<file path="config.mk">
export PLATFORM = sky130hd
export DESIGN_NAME = gpio_port
export DESIGN_NICKNAME = d
export VERILOG_FILES = /design/src/include/gpio_pkg.sv /design/src/rtl/gpio_port.sv
export SDC_FILE = /design/constraint.sdc
export NUM_CORES = 1
export LEC_CHECK = 0
export BUFFER_PORTS_ARGS = -buffer_cell sky130_fd_sc_hd__buf_2
export CAP_MARGIN = 5
export CORE_MARGIN = 2
export CORE_UTILIZATION = 44
export CTS_CLUSTER_DIAMETER = 100
export CTS_CLUSTER_SIZE = 20
export DETAILED_ROUTE_END_ITERATION = 8
export GPL_ROUTABILITY_DRIVEN = 0
export PLACE_DENSITY = 0.67
export SYNTH_ARGS = -nofsm -noshare
export SYNTH_HDL_FRONTEND = slang
export SYNTH_SLANG_ARGS = --single-unit
</file>
<file path="constraint.sdc">
create_clock -name pclk -period 2.4 [get_ports pclk]
set_input_delay 0.48 -clock pclk [delete_from_list [all_inputs] [get_ports pclk]]
set_output_delay 0.48 -clock pclk [all_outputs]
set_load 0.01 [all_outputs]
</file>
<file path="src/include/gpio_pkg.sv">
// Package: register map, field layout and carrier types for the six-pin port
package gpio_pkg;
    localparam int          NUM_PINS          = 6;
    localparam int          ADDR_W            = 12;
    localparam logic [11:0] OFF_PIN_CONFIG    = 12'h1E0;
    localparam logic [11:0] OFF_PIN_DATA_DIR  = 12'h1E4;
    localparam logic [11:0] OFF_IRQ_STATUS    = 12'h1E8;
    localparam logic [11:0] OFF_IRQ_MASK      = 12'h1EC;
    localparam logic [11:0] OFF_LAMP_ENABLE   = 12'h1F0;
    localparam int          POS_LOW_FIELD     = 0;
    localparam int          POS_HIGH_FIELD    = 16;
    localparam logic [5:0]  RST_FIELD         = 6'h00;
    localparam logic [31:0] RST_RDATA         = 32'h0000_0000;

    // Pin-side bundle: output value and output enable per pin
    typedef struct packed {
        logic [5:0] out;
        logic [5:0] oe;
    } pin_drive_t;

    typedef struct packed {
        logic [5:0] polarity;
        logic [5:0] driver_type;
    } pin_cfg_t;

    typedef struct packed {
        logic [5:0] direction;
        logic [5:0] data;
    } pin_dd_t;
endpackage

</file>
<file path="src/rtl/gpio_port.sv">
// Six-pin general purpose port with APB registers and level interrupt
`timescale 1ns/100ps
// Notes on behaviour
// - Config bits 21:16 set trigger polarity.
// - Pin at trigger level sets status.
// - Config bits 5:0: zero open-drain.
// - Open-drain drives low only for zero.
// - Direction bits 21:16: one means output.
// - Output pins drive written data bits.
// - Input pin reads return synced level.
// - Output pin reads return written value.
// - Write one clears status; enabled feeds summary.
// - Lamp function enabled overrides pin control.
module gpio_port (
    input  wire logic                         pclk,
    input  wire logic                         presetn,
    input  wire logic                         psel,
    input  wire logic                         penable,
    input  wire logic                         pwrite,
    input  wire logic [gpio_pkg::ADDR_W-1:0]  paddr,
    input  wire logic [31:0]                  pwdata,
    output logic      [31:0]                  prdata,
    output logic                              pready,
    output logic                              pslverr,
    input  wire logic [5:0]                   pin_in,
    input  wire gpio_pkg::pin_drive_t         lamp_drive,
    output gpio_pkg::pin_drive_t              pin_drive,
    output logic      [5:0]                   pin_irq_polarity,
    output logic      [5:0]                   lamp_function_enable,
    output logic                              irq
);
    import gpio_pkg::*;

    pin_cfg_t    cfg_q, cfg_d;
    pin_dd_t     dd_q, dd_d;
    logic [5:0]  sts_q, sts_d;
    logic [5:0]  mask_q, mask_d;
    logic [5:0]  lamp_q, lamp_d;
    logic [5:0]  sync1_q, sync2_q;
    logic [1:0]  fill_q, fill_d;
    logic        sel_cfg;
    logic        sel_dd;
    logic        sel_sts;
    logic        sel_mask;
    logic        sel_lamp;
    logic [31:0] rdata_q, rdata_d;
    logic        ready_q, ready_d;
    logic        err_q, err_d;
    logic        irq_q, irq_d;
    pin_drive_t  drive_q, drive_d;
    logic        access;
    logic        wr;
    logic        rd;
    logic        mapped;
    logic [5:0]  hit;
    logic [5:0]  rd_data;

    // Single-cycle wait state: answer one cycle after the access phase starts
    assign access = psel && penable && !ready_q;
    assign wr     = access && pwrite;
    assign rd     = access && !pwrite;
    assign mapped = (paddr == OFF_PIN_CONFIG) || (paddr == OFF_PIN_DATA_DIR) ||
                    (paddr == OFF_IRQ_STATUS) || (paddr == OFF_IRQ_MASK) ||
                    (paddr == OFF_LAMP_ENABLE);

    // two-flop sync; first stage only feeds the second
    always_ff @(posedge pclk or negedge presetn) begin
        if (!presetn) begin
            sync1_q <= RST_FIELD;
            sync2_q <= RST_FIELD;
        end else begin
            sync1_q <= pin_in;
            sync2_q <= sync1_q;
        end
    end

    genvar i;
    generate
        for (i = 0; i < NUM_PINS; i++) begin : g_pin
            assign hit[i] = fill_q[1] && (sync2_q[i] == cfg_q.polarity[i]);
            assign rd_data[i] = dd_q.direction[i] ? dd_q.data[i] : sync2_q[i];
            always_comb begin
                if (lamp_q[i]) begin
                    drive_d.out[i] = lamp_drive.out[i];
                    drive_d.oe[i]  = lamp_drive.oe[i];
                end else if (!dd_q.direction[i]) begin
                    drive_d.out[i] = 1'b0;
                    drive_d.oe[i]  = 1'b0;
                end else if (cfg_q.driver_type[i]) begin
                    drive_d.out[i] = dd_q.data[i];
                    drive_d.oe[i]  = 1'b1;
                end else begin
                    drive_d.out[i] = 1'b0;
                    drive_d.oe[i]  = ~dd_q.data[i];
                end
            end
        end
    endgenerate

    // Elaboration guard: every register field is six bits wide
    if (NUM_PINS != 6) begin : g_bad_pins
        $error("pin count must equal the six-bit register fields");
    end

    // Address decode, shared by all register groups
    always_comb begin
        sel_cfg  = (paddr == OFF_PIN_CONFIG);
        sel_dd   = (paddr == OFF_PIN_DATA_DIR);
        sel_sts  = (paddr == OFF_IRQ_STATUS);
        sel_mask = (paddr == OFF_IRQ_MASK);
        sel_lamp = (paddr == OFF_LAMP_ENABLE);
    end

    // Fill flag: synchroniser holds reset zeros, not pin levels, for two edges
    // Without it a low-trigger pin would raise a false status right after reset
    always_comb begin
        fill_d = {fill_q[0], 1'b1};
    end

    always_ff @(posedge pclk or negedge presetn) begin
        if (!presetn) begin
            fill_q <= 2'b00;
        end else begin
            fill_q <= fill_d;
        end
    end

    always_comb begin
        cfg_d = cfg_q;
        if (wr && sel_cfg) begin
            cfg_d.polarity    = pwdata[POS_HIGH_FIELD +: 6];
            cfg_d.driver_type = pwdata[POS_LOW_FIELD +: 6];
        end
    end

    always_ff @(posedge pclk or negedge presetn) begin
        if (!presetn) begin
            cfg_q.polarity    <= RST_FIELD;
            cfg_q.driver_type <= RST_FIELD;
        end else begin
            cfg_q <= cfg_d;
        end
    end

    always_comb begin
        dd_d = dd_q;
        if (wr && sel_dd) begin
            dd_d.direction = pwdata[POS_HIGH_FIELD +: 6];
            dd_d.data      = pwdata[POS_LOW_FIELD +: 6];
        end
    end

    always_ff @(posedge pclk or negedge presetn) begin
        if (!presetn) begin
            dd_q.direction <= RST_FIELD;
            dd_q.data      <= RST_FIELD;
        end else begin
            dd_q <= dd_d;
        end
    end

    // Interrupt mask
    always_comb begin
        mask_d = mask_q;
        if (wr && sel_mask) begin
            mask_d = pwdata[POS_LOW_FIELD +: 6];
        end
    end

    always_ff @(posedge pclk or negedge presetn) begin
        if (!presetn) begin
            mask_q <= RST_FIELD;
        end else begin
            mask_q <= mask_d;
        end
    end

    always_comb begin
        lamp_d = lamp_q;
        if (wr && sel_lamp) begin
            lamp_d = pwdata[POS_LOW_FIELD +: 6];
        end
    end

    always_ff @(posedge pclk or negedge presetn) begin
        if (!presetn) begin
            lamp_q <= RST_FIELD;
        end else begin
            lamp_q <= lamp_d;
        end
    end

    // write-one clear; read also clears; set wins
    always_comb begin
        sts_d = sts_q;
        if (wr && sel_sts) begin
            sts_d = sts_d & ~pwdata[POS_LOW_FIELD +: 6];
        end
        if (rd && sel_sts) begin
            sts_d = RST_FIELD;
        end
        sts_d = sts_d | hit;
    end

    always_ff @(posedge pclk or negedge presetn) begin
        if (!presetn) begin
            sts_q <= RST_FIELD;
        end else begin
            sts_q <= sts_d;
        end
    end

    // Bus answer: one wait state, pready the cycle after the access edge
    always_comb begin
        rdata_d = rdata_q;
        err_d   = 1'b0;
        ready_d = access;
        if (access) begin
            err_d   = !mapped;
            rdata_d = RST_RDATA;
            if (rd) begin
                case (paddr)
                    OFF_PIN_CONFIG: begin
                        rdata_d[POS_HIGH_FIELD +: 6] = cfg_q.polarity;
                        rdata_d[POS_LOW_FIELD +: 6]  = cfg_q.driver_type;
                    end
                    OFF_PIN_DATA_DIR: begin
                        rdata_d[POS_HIGH_FIELD +: 6] = dd_q.direction;
                        rdata_d[POS_LOW_FIELD +: 6]  = rd_data;
                    end
                    OFF_IRQ_STATUS: begin
                        rdata_d[POS_HIGH_FIELD +: 6] = mask_q;
                        rdata_d[POS_LOW_FIELD +: 6]  = sts_q;
                    end
                    OFF_IRQ_MASK:    rdata_d[POS_LOW_FIELD +: 6] = mask_q;
                    OFF_LAMP_ENABLE: rdata_d[POS_LOW_FIELD +: 6] = lamp_q;
                    default:         rdata_d = RST_RDATA;
                endcase
            end
        end
    end

    always_ff @(posedge pclk or negedge presetn) begin
        if (!presetn) begin
            rdata_q <= RST_RDATA;
            ready_q <= 1'b0;
            err_q   <= 1'b0;
        end else begin
            rdata_q <= rdata_d;
            ready_q <= ready_d;
            err_q   <= err_d;
        end
    end

    always_comb begin
        irq_d = |(sts_q & mask_q);
    end

    always_ff @(posedge pclk or negedge presetn) begin
        if (!presetn) begin
            irq_q <= 1'b0;
        end else begin
            irq_q <= irq_d;
        end
    end

    // Pin drive registered so the pins never see decode glitches
    always_ff @(posedge pclk or negedge presetn) begin
        if (!presetn) begin
            drive_q <= '0;
        end else begin
            drive_q <= drive_d;
        end
    end

    assign prdata               = rdata_q;
    assign pready               = ready_q;
    assign pslverr              = err_q;
    assign pin_drive            = drive_q;
    assign pin_irq_polarity     = cfg_q.polarity;
    assign lamp_function_enable = lamp_q;
    assign irq                  = irq_q;
endmodule

</file>
**Word-level counts from Yosys, hierarchy flattened**

Index checks and enable logic that the tools add are counted.

- Bitwise gates (word level): 10
- Reduce and logical (&&, ||, !) cells: 24
- Equality and inequality tests: 11
- Muxes and demuxes: 48

Operators with widths:

| cell | number |
|---|---|
| 12-bit by 9-bit equality test with 1-bit output, second input constant | 5 |
| 1-bit two-way mux | 43 |
| 6-bit case mux with 5 select lines | 1 |
| 22-bit two-way mux | 1 |
| 6-bit case mux with 3 select lines | 1 |
| 1-bit logical AND | 16 |
| 6-bit bitwise AND | 2 |
| 6-bit two-way mux | 2 |
| 1-bit equality test | 6 |
| 1-bit inverter | 6 |
| 6-bit inverter | 1 |
| 6-bit bitwise OR | 1 |
| 6-bit OR reduction | 1 |
| 1-bit logical OR | 4 |
| 1-bit zero test | 3 |

- Output and inout bits: 59
- Bits in registers: 103
- Logic and storage cells: 109

**Longest topological paths before layout**

Gate-level depths: netlist of run 1.

- Word-level depth: 7
- Depth in mapped cells: 7
- Mapped depth without buffers: 5

**Worst setup path after synthesis of run 1**

Ideal clock, no wire load.

- Kind: input to register
- Start point: input paddr[9] (netlist name)
- End point: register cfg_q[0] (netlist name)
- Setup slack: -0.086 ns
- Setup time: 0.125 ns
- Data arrival time: 2.362 ns
- Stages: 6
- Path buffers: 2
- Path through: or4b_1 buf_2 or2_4 nor4_2 buf_2 mux2_2

- Longest elaborated chain between the ends: 2

RTL lines:

| element | RTL line | text |
|---|---|---|
| start: declaration | gpio_port.sv:20 | `input wire logic [gpio_pkg::ADDR_W-1:0] paddr,` |
| 12-bit by 9-bit equality test with 1-bit output | gpio_port.sv:107 | `sel_cfg = (paddr == OFF_PIN_CONFIG);` |
| 1-bit logical AND | gpio_port.sv:130 | `if (wr && sel_cfg) begin` |
| end signal: assignment | gpio_port.sv:141 | `cfg_q <= cfg_d;` |
| end: declaration | gpio_port.sv:34 | `pin_cfg_t cfg_q, cfg_d;` |

No other way between the ends.
A chain may end at the register's enable or synchronous reset.

**Worst setup path after layout of run 1**

- Start point: input paddr[9] (netlist name)
- End point: register lamp_q[5], in the netlist lamp_function_enable[5]

- Longest elaborated chain between the ends: 2

RTL lines:

| element | RTL line | text |
|---|---|---|
| 12-bit by 9-bit equality test with 1-bit output | gpio_port.sv:111 | `sel_lamp = (paddr == OFF_LAMP_ENABLE);` |
| 1-bit logical AND | gpio_port.sv:180 | `if (wr && sel_lamp) begin` |
| end signal: assignment | gpio_port.sv:189 | `lamp_q <= lamp_d;` |
| end: declaration | gpio_port.sv:38 | `logic [5:0] lamp_q, lamp_d;` |

No other way between the ends.

==> results by group, run 1 <==
Logic synthesis
  – Synth area leader: dfrtp_1
  – Post-synthesis sequential area ratio: 53.5%
  – Distinct cell type count after synthesis: 39
  – YS warnings: 0
  – Main synth FF type: dfrtp_1
  – Mapped Area: 3880 µm²
  – Post-synth EDFFs: 0
  – Synth cell count leaders: dfrtp_1, mux2_2, o21ai_0
  – Most common cell in the netlist: dfrtp_1
  – Post-synth top area share: 53.5%
  – Number of synthesized register bits: 83
  – Async S/R FF share, synth: 100%
  – Mean post-synth cell area: 11.8 µm²
  – Gate count of the mapped netlist: 329
  – Top post-synthesis cells by area: dfrtp_1, mux2_2, buf_4, o21ai_0, a22o_1

Clocking
  – Total CTS buffers: 9
  – Clk Latency, worst-skew pair: 0.36 ns
  – H-tree depth: 3
  – CTS tree: yes
  – Post_cts resized: 0
  – Worst-path clk slew: 0.08 ns
  – Setup Buffers After CTS: 0
  – Cts hold-fix bufs: 0
  – CTS root buf: clkbuf_8
  – Total clock sinks: 83
  – Clock buffer depth: 2

Drt
  – Vias: 2,921
  – Vias per std cell: 5.34
  – Drt total wl: 9.23 mm
  – ANT nets after route: 0
  – Post-route DRC: 0
  – Iter 0 DRT Violations: 231
  – DRT Pass-1 Iters: 4
  – Wirelength per Cell: 16.9 µm

Critical path
  – Worst Setup End Kind: register
  – Worst path arrival time: 2.35 ns
  – Reg2reg setup slack: 0.56 ns
  – CP Class: input pin to register
  – Worst-path fanout max: 6
  – Critical path required time: 2.65 ns
  – Startpoint Class: input pin

Floorplanning
  – Die area: 9580 µm²
  – Core Footprint: 8640 µm²
  – # IOs: 126
  – Chip Width: 97.9 µm
  – Num rows: 34
  – Initial Utilization: 44.9%
  – Die Ht: 97.9 µm

Min path
  – Hold Path Class: input pin to async pin

Finish
  – Layout cells sized above 1: 41.5%
  – Fillers: 790
  – NumNets Final: 501
  – Post-layout util: 54.8%
  – Area growth syn-to-layout: 22.1%
  – Post-route insts no fill: 547
  – N_diodes: 0

Global route
  – GRT overflow: 0
  – Vias in the first global route: 2,889
  – Pin count of the biggest net entering global routing: 38
  – Global Route Usage Sum: 19.8%
  – First-pass GRT wire length: 14.8 mm
  – Initial antenna violation count: 0

Timing
  – Worst slew pin tran: 0.515 ns
  – RSZ-0062 raised after global routing: no
  – Final Hold Viols: 0
  – Highest Clock Rate: 476 MHz
  – Tmin final: 2.10 ns
  – Total negative slack: 0 ns
  – Tcrit/Tclk final: 87.6%
  – Worst slew margin: 65.6%
  – # setup viols final: 0
  – Final Max Slew Viols: 0
  – Clock skew: 0.00675 ns

Power and ir drop
  – Pleak: 2.32 nW
  – Power Total: 2.82 mW
  – Peak VDD IR: 0.481 mV
  – Power density over the cells: 595 nW/µm²

Placed design
  – Hpwl dp: 6.57 mm
  – Placed cells: 531
  – Buffers on Ports: 85

Status
  – Outcome: complete, no violations

Flow run
  – Max Cap Violations: 0
state kept, by name (all words and copies together) (netlist names):
signal                count
lamp_function_enable      6
pslverr                   1
pin_drive                12
fill_q                    2
cfg_q                     6
prdata                   12
irq                       1
sts_q                     6
pready                    1
dd_q                     12
pin_irq_polarity          6
mask_q                    6
sync2_q                   6
sync1_q                   6
path summary, 6_finish.rpt:
check,depth (start not counted),endpoint,start
hold / removal,1,cfg_q[4],presetn
setup reg to reg,5,lamp_function_enable[5],pready
setup / recovery,5,lamp_function_enable[5],paddr[9]
min in group pclk,1,sync1_q[1],pin_in[1]
hold reg to reg,0,sync2_q[0],sync1_q[0]
max in group asynchronous,2,cfg_q[0],presetn
through the flow:
stage | setup slack, ns | area, µm² | hold slack (ns)
floorplan | -0.0563 | 3960 | 0.184
global placement | -0.0585 | 4490 | 0.332
detailed placement | -0.0696 | 4490 | 0.336
CTS | 0.311 | 4740 | 0.0934
global route | 0.288 | 4740 | 0.107
finish | 0.298 | 4740 | 0.0793
per-layer routing:
metal | vias up | track usage (%) | routed length [µm]
li1 | 1363 | - | -
met1 | 1443 | 25.7 | 4000
met2 | 101 | 31.4 | 4510
met3 | 14 | 4.94 | 565
met4 | 0 | 8.65 | 151
met5 | - | 0 | 0
final cells by class:
| class | count | area (µm²) | area share (%) |
|---|---|---|---|
| Sequential cell | 83 | 2080 | 43.9 |
| Timing Repair Buffer | 113 | 651 | 13.7 |
| Multi-Input combinational cell | 218 | 1590 | 33.6 |
| Inverter | 9 | 33.8 | 0.713 |
| Clock inverter | 7 | 123 | 2.59 |
| Tap cell | 108 | 135 | 2.85 |
| Clock buffer | 9 | 124 | 2.62 |
logic make-up after synthesis:
family / share of synthesized area (%)
DFF: 53.5
muxes: 14.7
xor gates and xnor gates: 1.35
AOI/OAI and AO/OA: 12.1
buffers and inverters: 7.32
other: 0.194
and+or+nand+nor: 10.8
where the power goes:
| group | leakage, nW | internal (mW) | switching [mW] |
|---|---|---|---|
| Clock | 0.116 | 0.698 | 0.523 |
| Sequential | 1.09 | 1.41 | 0.00895 |
| Combinational | 1.11 | 0.0658 | 0.109 |
placed cells by master (no fill, tap or decap), types with 12 or more instances in the layout:
master | Yosys | routed
a22o_1 | 12 | 12
nand2_1 | 23 | 23
o21ai_0 | 31 | 31
mux2_2 | 40 | 40
nand3_1 | 14 | 14
a22oi_1 | 13 | 13
buf_2 | 2 | 84
conb_1 | 2 | 21
buf_4 | 26 | 28
dfrtp_1 | 83 | 83
critical path, stage by stage:
cell	delay, ns
buf_2	0.10
or4b_4	0.52
or2_4	0.27
or4_4	0.64
mux2_4	0.34
No activity file was read; power rests on OpenSTA's default activity.
==> inputs of run 2 (changes only) <==
==> constraint.sdc (replaced) <==
create_clock -name pclk -period 2.3 [get_ports pclk]
set_input_delay 0.69 -clock pclk [delete_from_list [all_inputs] [get_ports pclk]]
set_output_delay 0.69 -clock pclk [all_outputs]
set_load 0.02 [all_outputs]
==> run 2 against run 1 <==
Effect of this change: core utilization increased by 0.33 points; hold slack improved by 0.19 ns; first-iteration DRC count decreased by 30%; global-route usage increased by 0.12 points; cell count increased by 0.91%; via count increased by 1.6%; count of clock-buffer cells in the layout increased by 4; combinational power increased by 19%; clock skew increased by 0.0015 ns; the flow now finishes with violations (setup timing); sequential share of layout area decreased by 0.26 points.
==> results by group, run 2 (synthesis results as in run 1) <==
Status
  – Outcome: finished with violations
  – Failing checks: setup timing

Timing
  – Tcrit/Tclk final: 100%
  – Final Hold Viols: 0
  – Worst slew pin tran: 0.505 ns
  – Clock skew: 0.00825 ns
  – Total negative slack: -0.0191 ns
  – Final Max Slew Viols: 0
  – # setup viols final: 3
  – RSZ-0062 raised after global routing: yes
  – Tmin final: 2.31 ns
  – Highest Clock Rate: 433 MHz
  – Post-route worst setup slack: -0.00920 ns
  – Worst slew margin: 66.2%

Clocking
  – CTS tree: yes
  – Clock buffer depth: 2
  – Total clock sinks: 83
  – CTS root buf: clkbuf_8
  – Clk Latency, worst-skew pair: 0.35 ns
  – H-tree depth: 3
  – Worst-path clk slew: 0.08 ns
  – Total CTS buffers: 9

Finish
  – Area growth syn-to-layout: 22.8%
  – NumNets Final: 507
  – Most frequent cells in the layout: dfrtp_1, buf_2, mux2_2
  – N_diodes: 0
  – Layout cells sized above 1: 41.9%
  – Final instance area: 4760 µm²

Placed design
  – Buffers on Ports: 85
  – Hpwl dp: 6.74 mm
  – Post-DP Area: 4550 µm²

Drt
  – Drt total wl: 9.19 mm
  – Iter 0 DRT Violations: 161
  – DRT Pass-1 Iters: 5
  – Vias: 2,967
  – ANT nets after route: 0
  – Wirelength per Cell: 16.7 µm
  – Post-route DRC: 0
  – Vias per std cell: 5.38

Global route
  – Vias in the first global route: 2,910
  – GRT overflow: 0
  – Initial antenna violation count: 0
  – First-pass GRT wire length: 14.9 mm
  – Pin count of the biggest net entering global routing: 36
  – Global Route Usage Sum: 19.9%

Floorplanning
  – Die area: 9580 µm²
  – Core Footprint: 8640 µm²
  – Chip Width: 97.9 µm
  – Initial Utilization: 44.9%
  – Die Ht: 97.9 µm
  – Num rows: 34
  – # IOs: 126

Min path
  – Hold Path Class: input pin to async pin

Critical path
  – Reg2Reg Depth: 5
  – Critical path required time: 2.54 ns
  – Startpoint Class: input pin
  – Worst path arrival time: 2.55 ns
  – Worst Setup End Kind: register
  – CP Class: input pin to register
  – Worst-path fanout max: 6

Power and ir drop
  – Pleak: 2.34 nW
  – Peak VDD IR: 0.336 mV
  – Power density over the cells: 575 nW/µm²

Flow run
  – Max Cap Violations: 0
## run 2: cell count changes in the layout (fill, tap and decap cells not counted), moves of 4 or more
cell	change
buf_4	+5
mux2_2	-6
mux2_4	+6
o21ai_0	-4
o21ai_1	+4
## run 2: through the flow
step / worst slack, ns / total power, mW / util [%] / hold WS (ns) / instances
finish: -0.00920 / 2.74 / 55.2 / 0.269 / 552
global route: -0.0133 / 2.85 / 55.2 / 0.295 / 552
CTS: 0.00493 / 2.76 / 54.9 / 0.280 / 551
detailed placement: -0.372 / 1.72 / 52.7 / 0.335 / 536
global placement: -0.363 / 1.71 / 52.7 / 0.332 / 536
floorplan: -0.366 / 1.62 / - / 0.331 / 348
## run 2: critical path, cell delays in order
cell    delay [ns]
buf_6         0.09
or4b_4        0.54
or2_4         0.26
or4_4         0.64
mux2_4        0.33
## run 2: metal layers
metal / track usage [%] / part of all wire, %
met1: 28.0 / 44
met3: 4.87 / 7.5
met4: 9.19 / 2.2
met5: 0 / 0
met2: 29.1 / 47
## run 2: final cells by class
type,instances,area [µm²]
Clock buffer,13,159
Clock inverter,2,35.0
Fill cell,791,3870
Inverter,9,33.8
Multi-Input combinational cell,218,1620
Sequential cell,83,2080
Tap cell,108,135
Timing Repair Buffer,119,706
## run 2: where the power goes
part           internal [mW]  total, mW  switching (mW)  leakage (nW)
Sequential              1.47       1.48         0.00871          1.09
Combinational         0.0753      0.208           0.132          1.15
Clock                  0.555       1.05           0.495        0.0995
## run 2: worst paths after layout
check | startpoint | endpoint | slack (ns)
setup / recovery | paddr[9] | lamp_function_enable[3] | -0.009
hold / removal | presetn | sync1_q[0] | 0.27
setup reg to reg | pready | lamp_function_enable[3] | 0.47
hold reg to reg | sync1_q[1] | sync2_q[1] | 0.35
max in group asynchronous | presetn | pin_drive[10] | 1.44
min in group pclk | sync1_q[1] | sync2_q[1] | 0.35
## run 2: what timing repair did
| action | 4_1_cts | 5_1_grt |
|---|---|---|
| setup endpoints to repair | 0 | 27 |
| hold buffers | 0 | 0 |
| gates resized for setup | 0 | 3 |
| endpoints found under the hold margin | 0 | 0 |
| buffers inserted | 0 | 1 |
